**src/core/sarseq_pkg.sv**
```systemverilog
/*
  Shared constants and types for the converter sequence controller.
  Assumes a 100 MHz REF_CLK standing in for the master clock input.
*/
package sarseq_pkg;
  localparam int CLK_PERIOD_NS = 10;
  localparam int HW_RESET_MIN_NS = 100;
  localparam int HW_RESET_CYC =
    (HW_RESET_MIN_NS + CLK_PERIOD_NS - 1) / CLK_PERIOD_NS;
  localparam int CONV_MAX_EXTRA_NS = 235;
  localparam int CONV_EXTRA_CYC =
    (CONV_MAX_EXTRA_NS / CLK_PERIOD_NS) > 0 ? CONV_MAX_EXTRA_NS / CLK_PERIOD_NS : 1;
  localparam int DIV_RATIO = 4;
  localparam int EOT_DELAY_CYC = 15;
  localparam int CONV_MIN_12 = 49;
  localparam int CONV_MIN_14 = 57;
  localparam int CONV_MIN_16 = 65;
  localparam int CAL_CYC_12 = 58280;
  localparam int CAL_CYC_WIDE = 1441020;
  localparam int EOC_READ_CYC = 4;
  localparam logic [1:0] PHASE_RESET = 2'h0;
  localparam logic [7:0] COUNT_RESET = 8'h00;
  localparam logic [20:0] CAL_COUNT_RESET = 21'h00000;

  typedef enum logic [1:0] {
    SARSEQ_CAL = 2'h0,
    SARSEQ_TRACK = 2'h1,
    SARSEQ_SYNC = 2'h2,
    SARSEQ_CONV = 2'h3
  } sarseq_state_type;

  typedef struct packed {
    logic cs_n;
    logic rd_n;
    logic wr_hold_n;
    logic reg_select;
  } sarseq_bus_type;

  typedef struct packed {
    logic cal_req;
    logic background_adjust_n;
  } sarseq_latch_type;
endpackage

```
**src/core/sarseq_ctrl.sv**
```systemverilog
/*
  Conversion/calibration sequencer of a self-calibrating SAR converter.
  Assumes all inputs synchronous to REF_CLK; the analog array, comparator
  decision and output bus drivers are outside and reached by plain ports.
*/
`timescale 1ns/1ns
module sarseq_ctrl
  import sarseq_pkg::*;
#(
  parameter int RES_BITS = 16,
  parameter int CAL_CYCLES = (RES_BITS == 12) ? CAL_CYC_12 : CAL_CYC_WIDE
) (
  // clock and reset
  input wire logic REF_CLK,
  input wire logic RESET_N,
  // hardware reset pin, active high
  input wire logic HW_RESET,
  // host strobes
  input wire sarseq_bus_type BUS,
  // calibration control inputs
  input wire sarseq_latch_type CAL_IN,
  // comparator decision for the bit under trial
  input wire logic COMP_HIGH,
  // outputs
  output logic EOC_N,
  output logic ACQUISITION_DONE_N,
  output logic CONVERTING,
  output logic CALIBRATING,
  output logic TRACKING,
  output logic [RES_BITS-1:0] RESULT,
  output sarseq_latch_type LATCHED
);
  localparam int CONV_MIN = (RES_BITS == 12) ? CONV_MIN_12 :
                            (RES_BITS == 14) ? CONV_MIN_14 : CONV_MIN_16;
  // the strobe edge plus these whole steps give exactly the minimum conversion
  localparam logic [7:0] CONV_STEPS = 8'((CONV_MIN - 1) / DIV_RATIO);
  localparam logic [20:0] CAL_LAST = 21'(CAL_CYCLES - 1);

  typedef struct packed {
    sarseq_state_type st;
    logic [1:0] phase;
    logic [7:0] steps;
    logic [20:0] cal_cnt;
    logic [4:0] eot_cnt;
    logic [2:0] rd_cnt;
    logic rd_pend;
    logic hold_q;
    logic eoc_n;
    logic eot_n;
    logic [RES_BITS-1:0] sar;
    logic [RES_BITS-1:0] result;
    sarseq_latch_type lat;
  } sarseq_regs_type;

  sarseq_regs_type r_q, r_d;
  logic tick, hold_fall, soft_reset, standalone, data_read;

  // internal step enable: every fourth master clock
  assign tick = (r_q.phase == 2'(DIV_RATIO - 1));
  assign hold_fall = r_q.hold_q & ~BUS.wr_hold_n;
  assign soft_reset = ~BUS.cs_n & ~BUS.reg_select & ~BUS.wr_hold_n;
  assign standalone = ~BUS.cs_n & ~BUS.rd_n & BUS.reg_select;
  assign data_read = ~BUS.cs_n & ~BUS.rd_n & BUS.reg_select;

  // next-state logic; any reset source wins over state, phase, cal and eot counts, eoc, eot and read pending; other loads stand
  always_comb begin
    r_d = r_q;
    r_d.hold_q = BUS.wr_hold_n;
    r_d.phase = r_q.phase + 2'h1;
    // transparent while chip select is low; the rise of chip select freezes them
    if (~BUS.cs_n) begin
      r_d.lat = CAL_IN;
    end
    // end-of-track countdown after end of conversion falls
    if (r_q.eot_cnt != 5'h00) begin
      r_d.eot_cnt = r_q.eot_cnt - 5'h01;
      if (r_q.eot_cnt == 5'h01) begin
        r_d.eot_n = 1'b0;
      end
    end
    // end of conversion returns high a few cycles after a data read
    if (r_q.rd_pend) begin
      r_d.rd_cnt = r_q.rd_cnt + 3'h1;
      if (r_q.rd_cnt == 3'(EOC_READ_CYC - 1)) begin
        r_d.eoc_n = 1'b1;
        r_d.rd_pend = 1'b0;
      end
    end else if (data_read & ~r_q.eoc_n & (r_q.st == SARSEQ_TRACK)) begin
      r_d.rd_pend = 1'b1;
      r_d.rd_cnt = 3'h0;
    end
    case (r_q.st)
      SARSEQ_CAL: begin
        // hold is ignored here
        r_d.eoc_n = 1'b1;
        r_d.cal_cnt = r_q.cal_cnt + 21'h00001;
        if (r_q.cal_cnt == CAL_LAST) begin
          r_d.st = SARSEQ_TRACK;
          r_d.eot_cnt = 5'(EOT_DELAY_CYC);
          r_d.eot_n = 1'b1;
          // standalone wide parts keep end of conversion high
          r_d.eoc_n = (standalone && RES_BITS != 12) ? 1'b1 : 1'b0;
        end
      end
      SARSEQ_TRACK: begin
        if (hold_fall) begin
          // a strobe already on the internal step, as in loopback, starts at once
          r_d.st = tick ? SARSEQ_CONV : SARSEQ_SYNC; // charge trapped now
          r_d.steps = 8'h00;
          r_d.sar = '0;
          r_d.sar[RES_BITS-1] = 1'b1;
          r_d.eoc_n = 1'b1;
          r_d.rd_pend = 1'b0;
          r_d.eot_n = 1'b1;
          r_d.eot_cnt = 5'h00;
        end
      end
      SARSEQ_SYNC: begin
        // start waits for the next internal step
        if (tick) begin
          r_d.st = SARSEQ_CONV;
          r_d.steps = 8'h00;
          r_d.sar = '0;
          r_d.sar[RES_BITS-1] = 1'b1;
        end
      end
      SARSEQ_CONV: begin
        if (tick) begin
          r_d.steps = r_q.steps + 8'h01;
          if (r_q.steps < 8'(RES_BITS)) begin
            // decide one bit, trial the next lower
            for (int i = 0; i < RES_BITS; i++) begin
              if (r_q.steps == 8'(RES_BITS - 1 - i)) begin
                r_d.sar[i] = COMP_HIGH;
              end else if (r_q.steps == 8'(RES_BITS - 2 - i)) begin
                r_d.sar[i] = 1'b1;
              end
            end
          end
          if (r_q.steps == CONV_STEPS - 8'h01) begin
            r_d.st = SARSEQ_TRACK;
            // the last bit is decided on this very step, so take the new word
            r_d.result = r_d.sar;
            r_d.eoc_n = 1'b0;
            r_d.eot_cnt = 5'(EOT_DELAY_CYC); // aligned to tick
          end
        end
      end
      default: r_d.st = SARSEQ_CAL;
    endcase
    // reset overrides conversion and calibration alike
    if (HW_RESET | soft_reset) begin
      r_d.st = SARSEQ_CAL;
      r_d.cal_cnt = CAL_COUNT_RESET;
      r_d.eoc_n = 1'b1;
      r_d.eot_n = 1'b1;
      r_d.eot_cnt = 5'h00;
      r_d.rd_pend = 1'b0;
      r_d.phase = PHASE_RESET;
    end
  end

  // state register; cold reset also lands in calibration
  always_ff @(posedge REF_CLK) begin
    if (!RESET_N) begin
      r_q <= '0;
      r_q.st <= SARSEQ_CAL;
      r_q.eoc_n <= 1'b1;
      r_q.eot_n <= 1'b1;
      r_q.hold_q <= 1'b1;
      r_q.lat <= 2'h1;
    end else begin
      r_q <= r_d;
    end
  end

  assign EOC_N = r_q.eoc_n;
  assign ACQUISITION_DONE_N = r_q.eot_n;
  assign CONVERTING = (r_q.st == SARSEQ_CONV) | (r_q.st == SARSEQ_SYNC);
  assign CALIBRATING = (r_q.st == SARSEQ_CAL);
  assign TRACKING = (r_q.st == SARSEQ_TRACK);
  assign RESULT = r_q.result;
  assign LATCHED = r_q.lat;

  // checks
  chk_eoc_cal_high: assert property (@(posedge REF_CLK) disable iff (!RESET_N)
    CALIBRATING |-> EOC_N) else $error("eoc low in calibration");
  chk_hw_reset_cal: assert property (@(posedge REF_CLK) disable iff (!RESET_N)
    HW_RESET |=> CALIBRATING) else $error("reset did not calibrate");
  chk_soft_reset: assert property (@(posedge REF_CLK) disable iff (!RESET_N)
    soft_reset |=> CALIBRATING && EOC_N) else $error("soft reset missed");
  chk_eot_delay: assert property (@(posedge REF_CLK) disable iff (!RESET_N)
    ($fell(EOC_N) && !HW_RESET && !soft_reset) ##1 (!hold_fall && !HW_RESET && !soft_reset)[*8]
    |-> ACQUISITION_DONE_N) else $error("end of track early");
  chk_hold_start: assert property (@(posedge REF_CLK) disable iff (!RESET_N)
    (TRACKING && hold_fall && !HW_RESET && !soft_reset) |=> CONVERTING && EOC_N)
    else $error("hold did not start");
  chk_sync_lag: assert property (@(posedge REF_CLK) disable iff (!RESET_N)
    (r_q.st == SARSEQ_SYNC && !HW_RESET && !soft_reset) |-> ##[1:4] (r_q.st != SARSEQ_SYNC))
    else $error("start lag too long");
  chk_div_four: assert property (@(posedge REF_CLK) disable iff (!RESET_N)
    tick |=> !tick ##1 !tick ##1 !tick) else $error("divider wrong");
  chk_latch_close: assert property (@(posedge REF_CLK) disable iff (!RESET_N)
    ($rose(BUS.cs_n) && !HW_RESET) |=> LATCHED == $past(CAL_IN, 2)) else $error("latch");
  chk_result_load: assert property (@(posedge REF_CLK) disable iff (!RESET_N)
    ($past(CONVERTING) && $fell(EOC_N))
    |-> RESULT == {$past(r_q.sar[RES_BITS-1:1]), $past(COMP_HIGH)}) else $error("result");
  chk_read_eoc: assert property (@(posedge REF_CLK) disable iff (!RESET_N)
    (TRACKING && !EOC_N && data_read && !r_q.rd_pend && !HW_RESET && !soft_reset)
    |-> ##[1:5] EOC_N) else $error("eoc not raised after read");
  cov_conversion: cover property (@(posedge REF_CLK) $fell(EOC_N) && TRACKING);
  cov_cal_done: cover property (@(posedge REF_CLK) $fell(CALIBRATING));
  cov_eot: cover property (@(posedge REF_CLK) $fell(ACQUISITION_DONE_N));
endmodule

```
**config.mk**
```make
export PLATFORM = sky130hd
export DESIGN_NAME = sarseq_ctrl
export DESIGN_NICKNAME = d
export VERILOG_FILES = /design/src/core/sarseq_pkg.sv /design/src/core/sarseq_ctrl.sv
export SDC_FILE = /design/constraint.sdc
export NUM_CORES = 1
export LEC_CHECK = 0
export ABC_AREA = 1
export BUFFER_PORTS_ARGS = -buffer_cell sky130_fd_sc_hd__buf_4
export CORE_ASPECT_RATIO = 1.75
export CORE_MARGIN = 2
export CORE_UTILIZATION = 56
export CTS_CLUSTER_DIAMETER = 200
export DETAILED_ROUTE_END_ITERATION = 12
export PLACE_DENSITY = 0.75
export SYNTH_ARGS = -nofsm -noshare
export SYNTH_HDL_FRONTEND = slang
export SYNTH_SLANG_ARGS = --single-unit
```
**constraint.sdc**
```tcl
create_clock -name REF_CLK -period 2.1 [get_ports REF_CLK]
set_input_delay 0.21 -clock REF_CLK [delete_from_list [all_inputs] [get_ports REF_CLK]]
set_output_delay 0.21 -clock REF_CLK [all_outputs]
set_load 0.005 [all_outputs]
```
# ---- Word-level counts from Yosys, hierarchy flattened
# Cells that the tools add are included.
dict set report word_totals {
  ff_bits 79
  input_bits 10
  out_inout_bits 23
  elab_cells 142
}
dict set report op_classes {
  add_sub_neg 5
  order_cmp 1
  n_eq_ne 28
  mux 70
  bitwise_logic 15
  reduce_logical 9
}
# operator count
set op_table {}
lappend op_table {{equality test 8 x 4 -> 1 bit, second input constant} 8}
lappend op_table {{2-to-1 mux 16 bit} 3}
lappend op_table {{one-hot mux 16 bit (3 select lines)} 1}
lappend op_table {{2-to-1 mux 1 bit} 43}
lappend op_table {{equality test 8 x 3 -> 1 bit, second input constant} 4}
lappend op_table {{2-to-1 mux 32 bit} 1}
lappend op_table {{2-to-1 mux 5 bit} 5}
lappend op_table {{2-to-1 mux 8 bit} 3}
lappend op_table {{one-hot mux 8 bit (3 select lines)} 1}
lappend op_table {{adder 21 x 1 -> 21 bit, second input constant} 1}
lappend op_table {{equality test 21 bit, second input constant} 1}
lappend op_table {{2-to-1 mux 18 bit} 1}
lappend op_table {{equality test 8 x 2 -> 1 bit, second input constant} 2}
lappend op_table {{one-hot mux 5 bit (3 select lines)} 1}
lappend op_table {{2-to-1 mux 2 bit} 6}
lappend op_table {{adder 8 x 1 -> 8 bit, second input constant} 1}
lappend op_table {{equality test 8 x 1 -> 1 bit, second input constant} 1}
lappend op_table {{equality test 8 bit, second input constant} 1}
lappend op_table {{logical NOT 8 bit} 1}
lappend op_table {{< comparator 8 x 5 -> 1 bit, second input constant} 1}
lappend op_table {{2-to-1 mux 4 bit} 2}
lappend op_table {{one-hot mux 2 bit (4 select lines)} 1}
lappend op_table {{bitwise AND 1 bit} 7}
lappend op_table {{equality test 2 bit, second input constant} 3}
lappend op_table {{other kinds (20)} 29}

# ---- Depth between registers and ports, before layout
# Gate-level depths: netlist of run 1.
dict set report depth {
  word_depth 9
  mapped_depth 11
  mapped_depth_nobuf 11
}

# ---- Least setup slack after synthesis of run 1
# OpenSTA, ideal clock, no wires.
dict set report synth_path {
  path_type {register to register}
  start {register r_q[77] (netlist name)}
  end {register r_q[22] (netlist name)}
  setup_ps 70
  t_arrival_ps 1529
  required_ps 2030
  path_slack_ps 501
  path_stages_with_launch 10
  n_path_buf 2
  period_less_slack_ps 1599
  path_cell_list {dfxtp_1 -> inv_1 -> ha_1 -> buf_4 -> inv_1 -> nand3_4 -> nor2_4 -> buf_6 -> nand3_1 -> a21oi_1}
}
dict set report synth_between {
  elab_chain_len 3
  elab_cells_between_ends 9
  classes_between {eq/ne: 6; mux: 1; reduce/logical: 2}
}
# element line
set synth_lines {}
lappend synth_lines {{start, declared} sarseq_ctrl.sv:55} ;# sarseq_regs_type r_q, r_d;
lappend synth_lines {{start signal, assigned} sarseq_ctrl.sv:173} ;# r_q <= r_d;
lappend synth_lines {{equality test 2 bit or equality test 2 x 1 -> 1 bit (tied branches)} sarseq_ctrl.sv:92} ;# case (r_q.st)
lappend synth_lines {{inequality test 2 bit (no source line), or another cell as far along} --}
lappend synth_lines {{AND reduction 4 bit (no source line)} --}
# Several ways; a longest one is shown, not always the timed one.
# A chain may end at the register's enable or synchronous reset.

# ---- Worst setup path in the final report of run 1
dict set report layout_path {
  start {register r_q[77] (netlist name)}
  end {register r_q[72] (netlist name)}
}
# The elaborated chain is that of the path after synthesis.

==> results.json, run 1 <==
{
  "cts.sinks": 79,
  "fill_cells": 658,
  "synth_compound_area_frac": 0.137,
  "grt.overflow.total": 0,
  "finalSetupViolCount": 0,
  "drv_cap": 0,
  "die_width_um": 69.2,
  "n_antenna_cell": 0,
  "ys_warn_count": 0,
  "layout.cells.most_common": "nand2_1",
  "cts_tree": "done",
  "drc": 0,
  "final_cell_mix": "nand2_1 (127), dfxtp_1 (79), inv_1 (63)",
  "gp_congestion": 0.907,
  "synthSimpleGateAreaFrac": 0.316,
  "crit_type": "reg2reg",
  "htree_levels": 3,
  "fmax_ghz": 0.530,
  "root_buffer": "clkbuf_16",
  "yosysUniqueCellTypes": 39,
  "place_worst_setup_slack_ns": 0.168,
  "power_density_mw_per_mm2": 672,
  "worstMarginPinSlew_ns": 0.485,
  "syn_area_mm2": 0.00417,
  "grt_max_degree": 33,
  "vias": 3753,
  "min_period_ns": 1.89,
  "drive_above_1_share": 0.131,
  "cp_max_fo": 15,
  "max_slew_margin": 0.675,
  "critPathLaunchType": "flip-flop",
  "synthMuxAreaShare": 0,
  "hold_viol": 0,
  "die_area_mm2": 0.00818,
  "wl_per_cell_um": 14.1,
  "ir_drop_v": 0.000704,
  "hold_buffers": 0,
  "die_h_um": 118,
  "synth_nets": 604,
  "grt_usage": 0.249,
  "hold_class": "in2reg",
  "initial_core_util": 0.576,
  "cp-end-kind": "flip-flop",
  "path_clk_slew_ns": 0.06,
  "fin_nets": 622,
  "rows": 41,
  "io_buffers": 32,
  "dr.pass1.iters": 5,
  "drt_wl_total_mm": 9.69,
  "layout.cells.non_filler": 688,
  "ys.flop_type": "dfxtp_1",
  "hpwlAfterDp_mm": 7.08,
  "fin_crit_sh": 0.898,
  "drtIter0Drc": 329,
  "worst_ep_required_time_ns": 2.34,
  "ios": 33,
  "p_leak_nw": 1.94,
  "avgSynthCellArea_um2": 7.20,
  "async_flop_share": 0,
  "core_area_mm2": 0.00723,
  "synth-xor-area-share": 0.00841,
  "synth_top_family_by_area": "simple AND/OR/NAND/NOR gates",
  "syn_to_final_growth_pct": 11.8,
  "status": "finished clean",
  "worstPathArrival_ns": 2.13,
  "skew_ns": 0.00498,
  "ys_seq_area_frac": 0.379,
  "postSynthCellCount": 579,
  "rsz0062_at_grt": "false",
  "synth_seq_cells": 79,
  "dp.cells": 670,
  "antenna_found_initial": 0,
  "synthAdderAreaFrac": 0.0450,
  "grt_pass1_wl_mm": 16.5,
  "cts_buffers": 9,
  "layout_setup_ws_ns": 0.215,
  "setup_tns_ns": 0,
  "ant_nets": 0,
  "clockBufferDepth": 2,
  "maxSlewViolCount": 0,
  "viasPerCell": 5.45,
  "clk_latency_ns": 0.35,
  "synth_edf_count": 0,
  "grt_pass1_vias": 3792
}
worst max-delay path: stages (launching register included):
cell and delay, ns:
dfxtp_1 0.36, inv_1 0.09, ha_1 0.22, inv_1 0.17, nand2_2 0.09, nand2_2 0.09, nand3_4 0.18, nor3_1 0.38
nand2_1 0.09, nand2_1 0.07, a21oi_1 0.04
per-layer routing:
metal,GRT usage,vias to the layer above,share of wire
li1,-,1921,-
met1,0.241,1719,0.36
met2,0.465,89,0.56
met3,0.0659,24,0.043
met4,0.137,0,0.038
met5,0,-,0
state kept, by name, summed over array words and instances (netlist names):
| name | count |
|---|---|
| RESULT | 16 |
| LATCHED | 2 |
| EOC_N | 1 |
| r_q | 59 |
| ACQUISITION_DONE_N | 1 |
final cells by class:
type | instances | area, µm² | area share
timing repair buffer | 39 | 305 | 0.0655
sequential | 79 | 1580 | 0.339
inverter | 65 | 246 | 0.0529
clock inverter | 6 | 61.3 | 0.0132
tap | 86 | 108 | 0.0231
clock buffer | 10 | 229 | 0.0491
multi-input combinational | 403 | 2130 | 0.457
cell families after synthesis:
| group | after synthesis |
|---|---|
| xor gates and xnor gates | 4 |
| adders and majority gates | 15 |
| and+or+nand+nor | 277 |
| DFF | 79 |
| buffers and inverters | 98 |
| AOI/OAI and AO/OA | 106 |
power breakdown:
group          leakage (nW)  switching [mW]  internal, mW  total [mW]
clock                 0.142           0.626         0.915        1.54
combinational          1.16          0.0498        0.0302      0.0800
sequential            0.637         0.00495          1.51        1.51
total                  1.94           0.681          2.45        3.13
final timing paths:
| check | from | endpoint | slack, ns | cells past startpoint |
|---|---|---|---|---|
| worst max-delay path | r_q[77]$_SDFFE_PP0P_ | r_q[72]$_SDFFE_PN0P_ | 0.21 | 10 |
| worst min-delay path | CAL_IN[0] | LATCHED[0]$_SDFFE_PN1N_ | 0.07 | 3 |
| worst min register to register | r_q[75]$_SDFF_PP0_ | r_q[75]$_SDFF_PP0_ | 0.43 | 1 |
| worst max register to register | r_q[77]$_SDFFE_PP0P_ | r_q[72]$_SDFFE_PN0P_ | 0.21 | 10 |
synth_stat cells, types with 2 or more instances:
master	number	area, µm²
a211oi_1	2	15.0
a21o_1	2	15.0
a21oi_1	57	285
a31oi_1	2	12.5
buf_2	4	20.0
buf_4	19	143
buf_6	4	45.0
clkbuf_1	6	22.5
dfxtp_1	79	1580
ha_1	15	188
inv_1	63	236
nand2_1	127	477
nand2_2	2	12.5
nand3_1	45	225
nand3b_1	13	97.6
nand4_1	13	81.3
nor2_1	46	173
nor2_2	4	25.0
nor2_4	7	78.8
nor3_1	13	65.1
nor3b_1	3	22.5
o21ai_0	33	165
o21bai_1	2	15.0
xnor2_1	2	17.5
xor2_1	2	17.5
repair_timing:
item / CTS / global route
gates resized for setup: 0 / 1
endpoints found under the setup margin: 0 / 17
buffers inserted: 0 / 1
per-stage QoR:
step / power (mW) / util / instance area [µm²] / hold slack, ns
after floorplan: 1.59 / - / 4170 / 0.307
after global placement: 1.62 / 0.599 / 4340 / 0.409
after detailed placement: 1.62 / 0.599 / 4340 / 0.418
after CTS: 3.15 / 0.640 / 4630 / 0.0628
after global routing: 3.22 / 0.644 / 4660 / 0.0675
final: 3.13 / 0.644 / 4660 / 0.0650
No activity file was read; power rests on OpenSTA's default activity.
==> inputs of run 2 (changes only) <==
==> constraint.sdc (replaced) <==
create_clock -name REF_CLK -period 2.1 [get_ports REF_CLK]
set_input_delay 0.21 -clock REF_CLK [delete_from_list [all_inputs] [get_ports REF_CLK]]
set_output_delay 0.21 -clock REF_CLK [all_outputs]
set_load 0.1 [all_outputs]
==> run 2 against run 1 <==
  * Die area unchanged
  * Worst hold slack better by 0.0073 ns
  * Worst setup slack worse by 0.020 ns
  * First-iteration DRC count down 19%
  * Clock-buffer cell count down 1
  * Fmax down 1.1%
  * Design area down 0.97%
  * Utilization down 0.62 points
  * Sequential share of layout area up 0.33 points
  * Wire length down 3.0%
==> results.json, run 2 (synthesis results as in run 1) <==
{
  "status": "finished clean",
  "hpwlAfterDp_mm": 7.15,
  "critPathLaunchType": "flip-flop",
  "drv_cap": 0,
  "drive_above_1_share": 0.130,
  "dr.pass1.iters": 5,
  "worstPathArrival_ns": 2.17,
  "cp_slowest_stage_delay_ns": 0.36,
  "vias": 3756,
  "path_clk_slew_ns": 0.07,
  "grt.overflow.total": 0,
  "viasPerCell": 5.48,
  "cts_resized": 0,
  "core_area_mm2": 0.00723,
  "finalSetupViolCount": 0,
  "ant_nets": 0,
  "regArea_mm2": 0.00158,
  "worst_ep_required_time_ns": 2.37,
  "initial_core_util": 0.576,
  "die_area_mm2": 0.00818,
  "drtIter0Drc": 266,
  "fmax_ghz": 0.525,
  "rsz0062_at_grt": "false",
  "clk_latency_ns": 0.34,
  "wl_per_cell_um": 13.7,
  "path_cells": "inv_1 > ha_1 > inv_1 > nand2_2 > nand2_2 > nand3_4 > nor2_4 > nand3_1 > a21oi_1",
  "ir_drop_v": 0.000576,
  "antenna_found_initial": 0,
  "grt_pass1_wl_mm": 15.9,
  "fin_crit_sh": 0.907,
  "cp_max_fo": 15,
  "fill_cells": 670,
  "worst-path-buf-inv": 2,
  "drc": 0,
  "maxSlewViolCount": 0,
  "max_slew_margin": 0.672,
  "rows": 41,
  "n_antenna_cell": 0,
  "cts_setup_buffers": 0,
  "skew_ns": 0.00760,
  "cp-end-kind": "flip-flop",
  "crit_slowest_cell": "dfxtp_1",
  "final_cell_mix": "nand2_1 (127), dfxtp_1 (79), inv_1 (63)",
  "io_buffers": 32,
  "cts.sinks": 79,
  "drt_wl_total_mm": 9.41,
  "cts_tree": "done",
  "hold_class": "in2reg",
  "die_width_um": 69.2,
  "htree_levels": 3,
  "layout.cells.most_common": "nand2_1",
  "setup_tns_ns": 0,
  "grt_usage": 0.239,
  "power_density_mw_per_mm2": 664,
  "regMostFlops": "r_q",
  "fin_nets": 619,
  "hold_viol": 0,
  "clockBufferDepth": 2,
  "multiInputGateArea_mm2": 0.00212,
  "grt_pass1_vias": 3720,
  "whs_ns": 0.0723,
  "crit_type": "reg2reg",
  "p_leak_nw": 1.92,
  "min_period_ns": 1.91,
  "syn_to_final_growth_pct": 10.7,
  "hold_buffers": 0,
  "cts_buffers": 9,
  "grt_max_degree": 33,
  "gp_congestion": 0.827,
  "worstMarginPinSlew_ns": 0.491,
  "root_buffer": "clkbuf_16",
  "cp_top_family": "simple AND/OR/NAND/NOR gates",
  "die_h_um": 118,
  "ios": 33,
  "largest_reg_flops": 59
}
run 2: changes by cell type in the layout (fill, tap and decap cells not counted), sizes merged:
| cell | change |
|---|---|
| nor2 | -1 |
| clkinvlp | +2 |
| clkbuf | -1 |
| clkinv | -3 |
| bufinv | -1 |
| inv | +3 |
| buf | -2 |
run 2: per-layer routing:
metal  vias to the layer above  global-route usage  wire length, µm
li1                       1917                   -                -
met1                      1742               0.230             3480
met2                        67               0.447             5180
met3                        30              0.0497              288
met4                         0               0.152              459
met5                         -                   0                0
run 2: metrics by stage:
step / util / std cells / power [mW] / worst slack, ns / cell area [µm²]
after floorplan: - / 579 / 1.61 / 0.118 / 4170
after global placement: 0.599 / 669 / 1.64 / 0.357 / 4330
after detailed placement: 0.599 / 669 / 1.64 / 0.248 / 4330
after CTS: 0.638 / 685 / 3.10 / 0.199 / 4610
after global routing: 0.638 / 685 / 3.17 / 0.0209 / 4610
final: 0.638 / 685 / 3.07 / 0.195 / 4610
run 2: worst paths after layout:
path                                            from                   end  slack [ns]  depth (start not counted)
worst max-delay path            r_q[77]$_SDFFE_PP0P_  r_q[20]$_SDFFE_PN0P_        0.19                          9
worst min-delay path                          BUS[1]    r_q[36]$_SDFF_PN1_        0.07                          3
worst max register to register  r_q[77]$_SDFFE_PP0P_  r_q[20]$_SDFFE_PN0P_        0.19                          9
worst min register to register    r_q[75]$_SDFF_PP0_    r_q[75]$_SDFF_PP0_        0.43                          1
run 2: power by group:
part,switching [mW],internal [mW],total (mW)
Combinational,0.0687,0.0292,0.0979
Clock,0.644,0.814,1.46
Sequential,0.00472,1.51,1.51
run 2: worst register-to-register path: cells and delay by family (launching register included):
kind            cells  cell delay, ns
simple gates        5            0.86
flops               1            0.36
buf+inv             2            0.25
fa+ha+maj           1            0.22
compound gates      1            0.16
run 2: cell type report:
class / instances / area share
Multi-Input combinational cell: 402 / 0.459
Clock inverter: 7 / 0.0122
Tap cell: 86 / 0.0233
Timing Repair Buffer: 37 / 0.0602
Sequential cell: 79 / 0.343
Inverter: 65 / 0.0534
Clock buffer: 9 / 0.0488
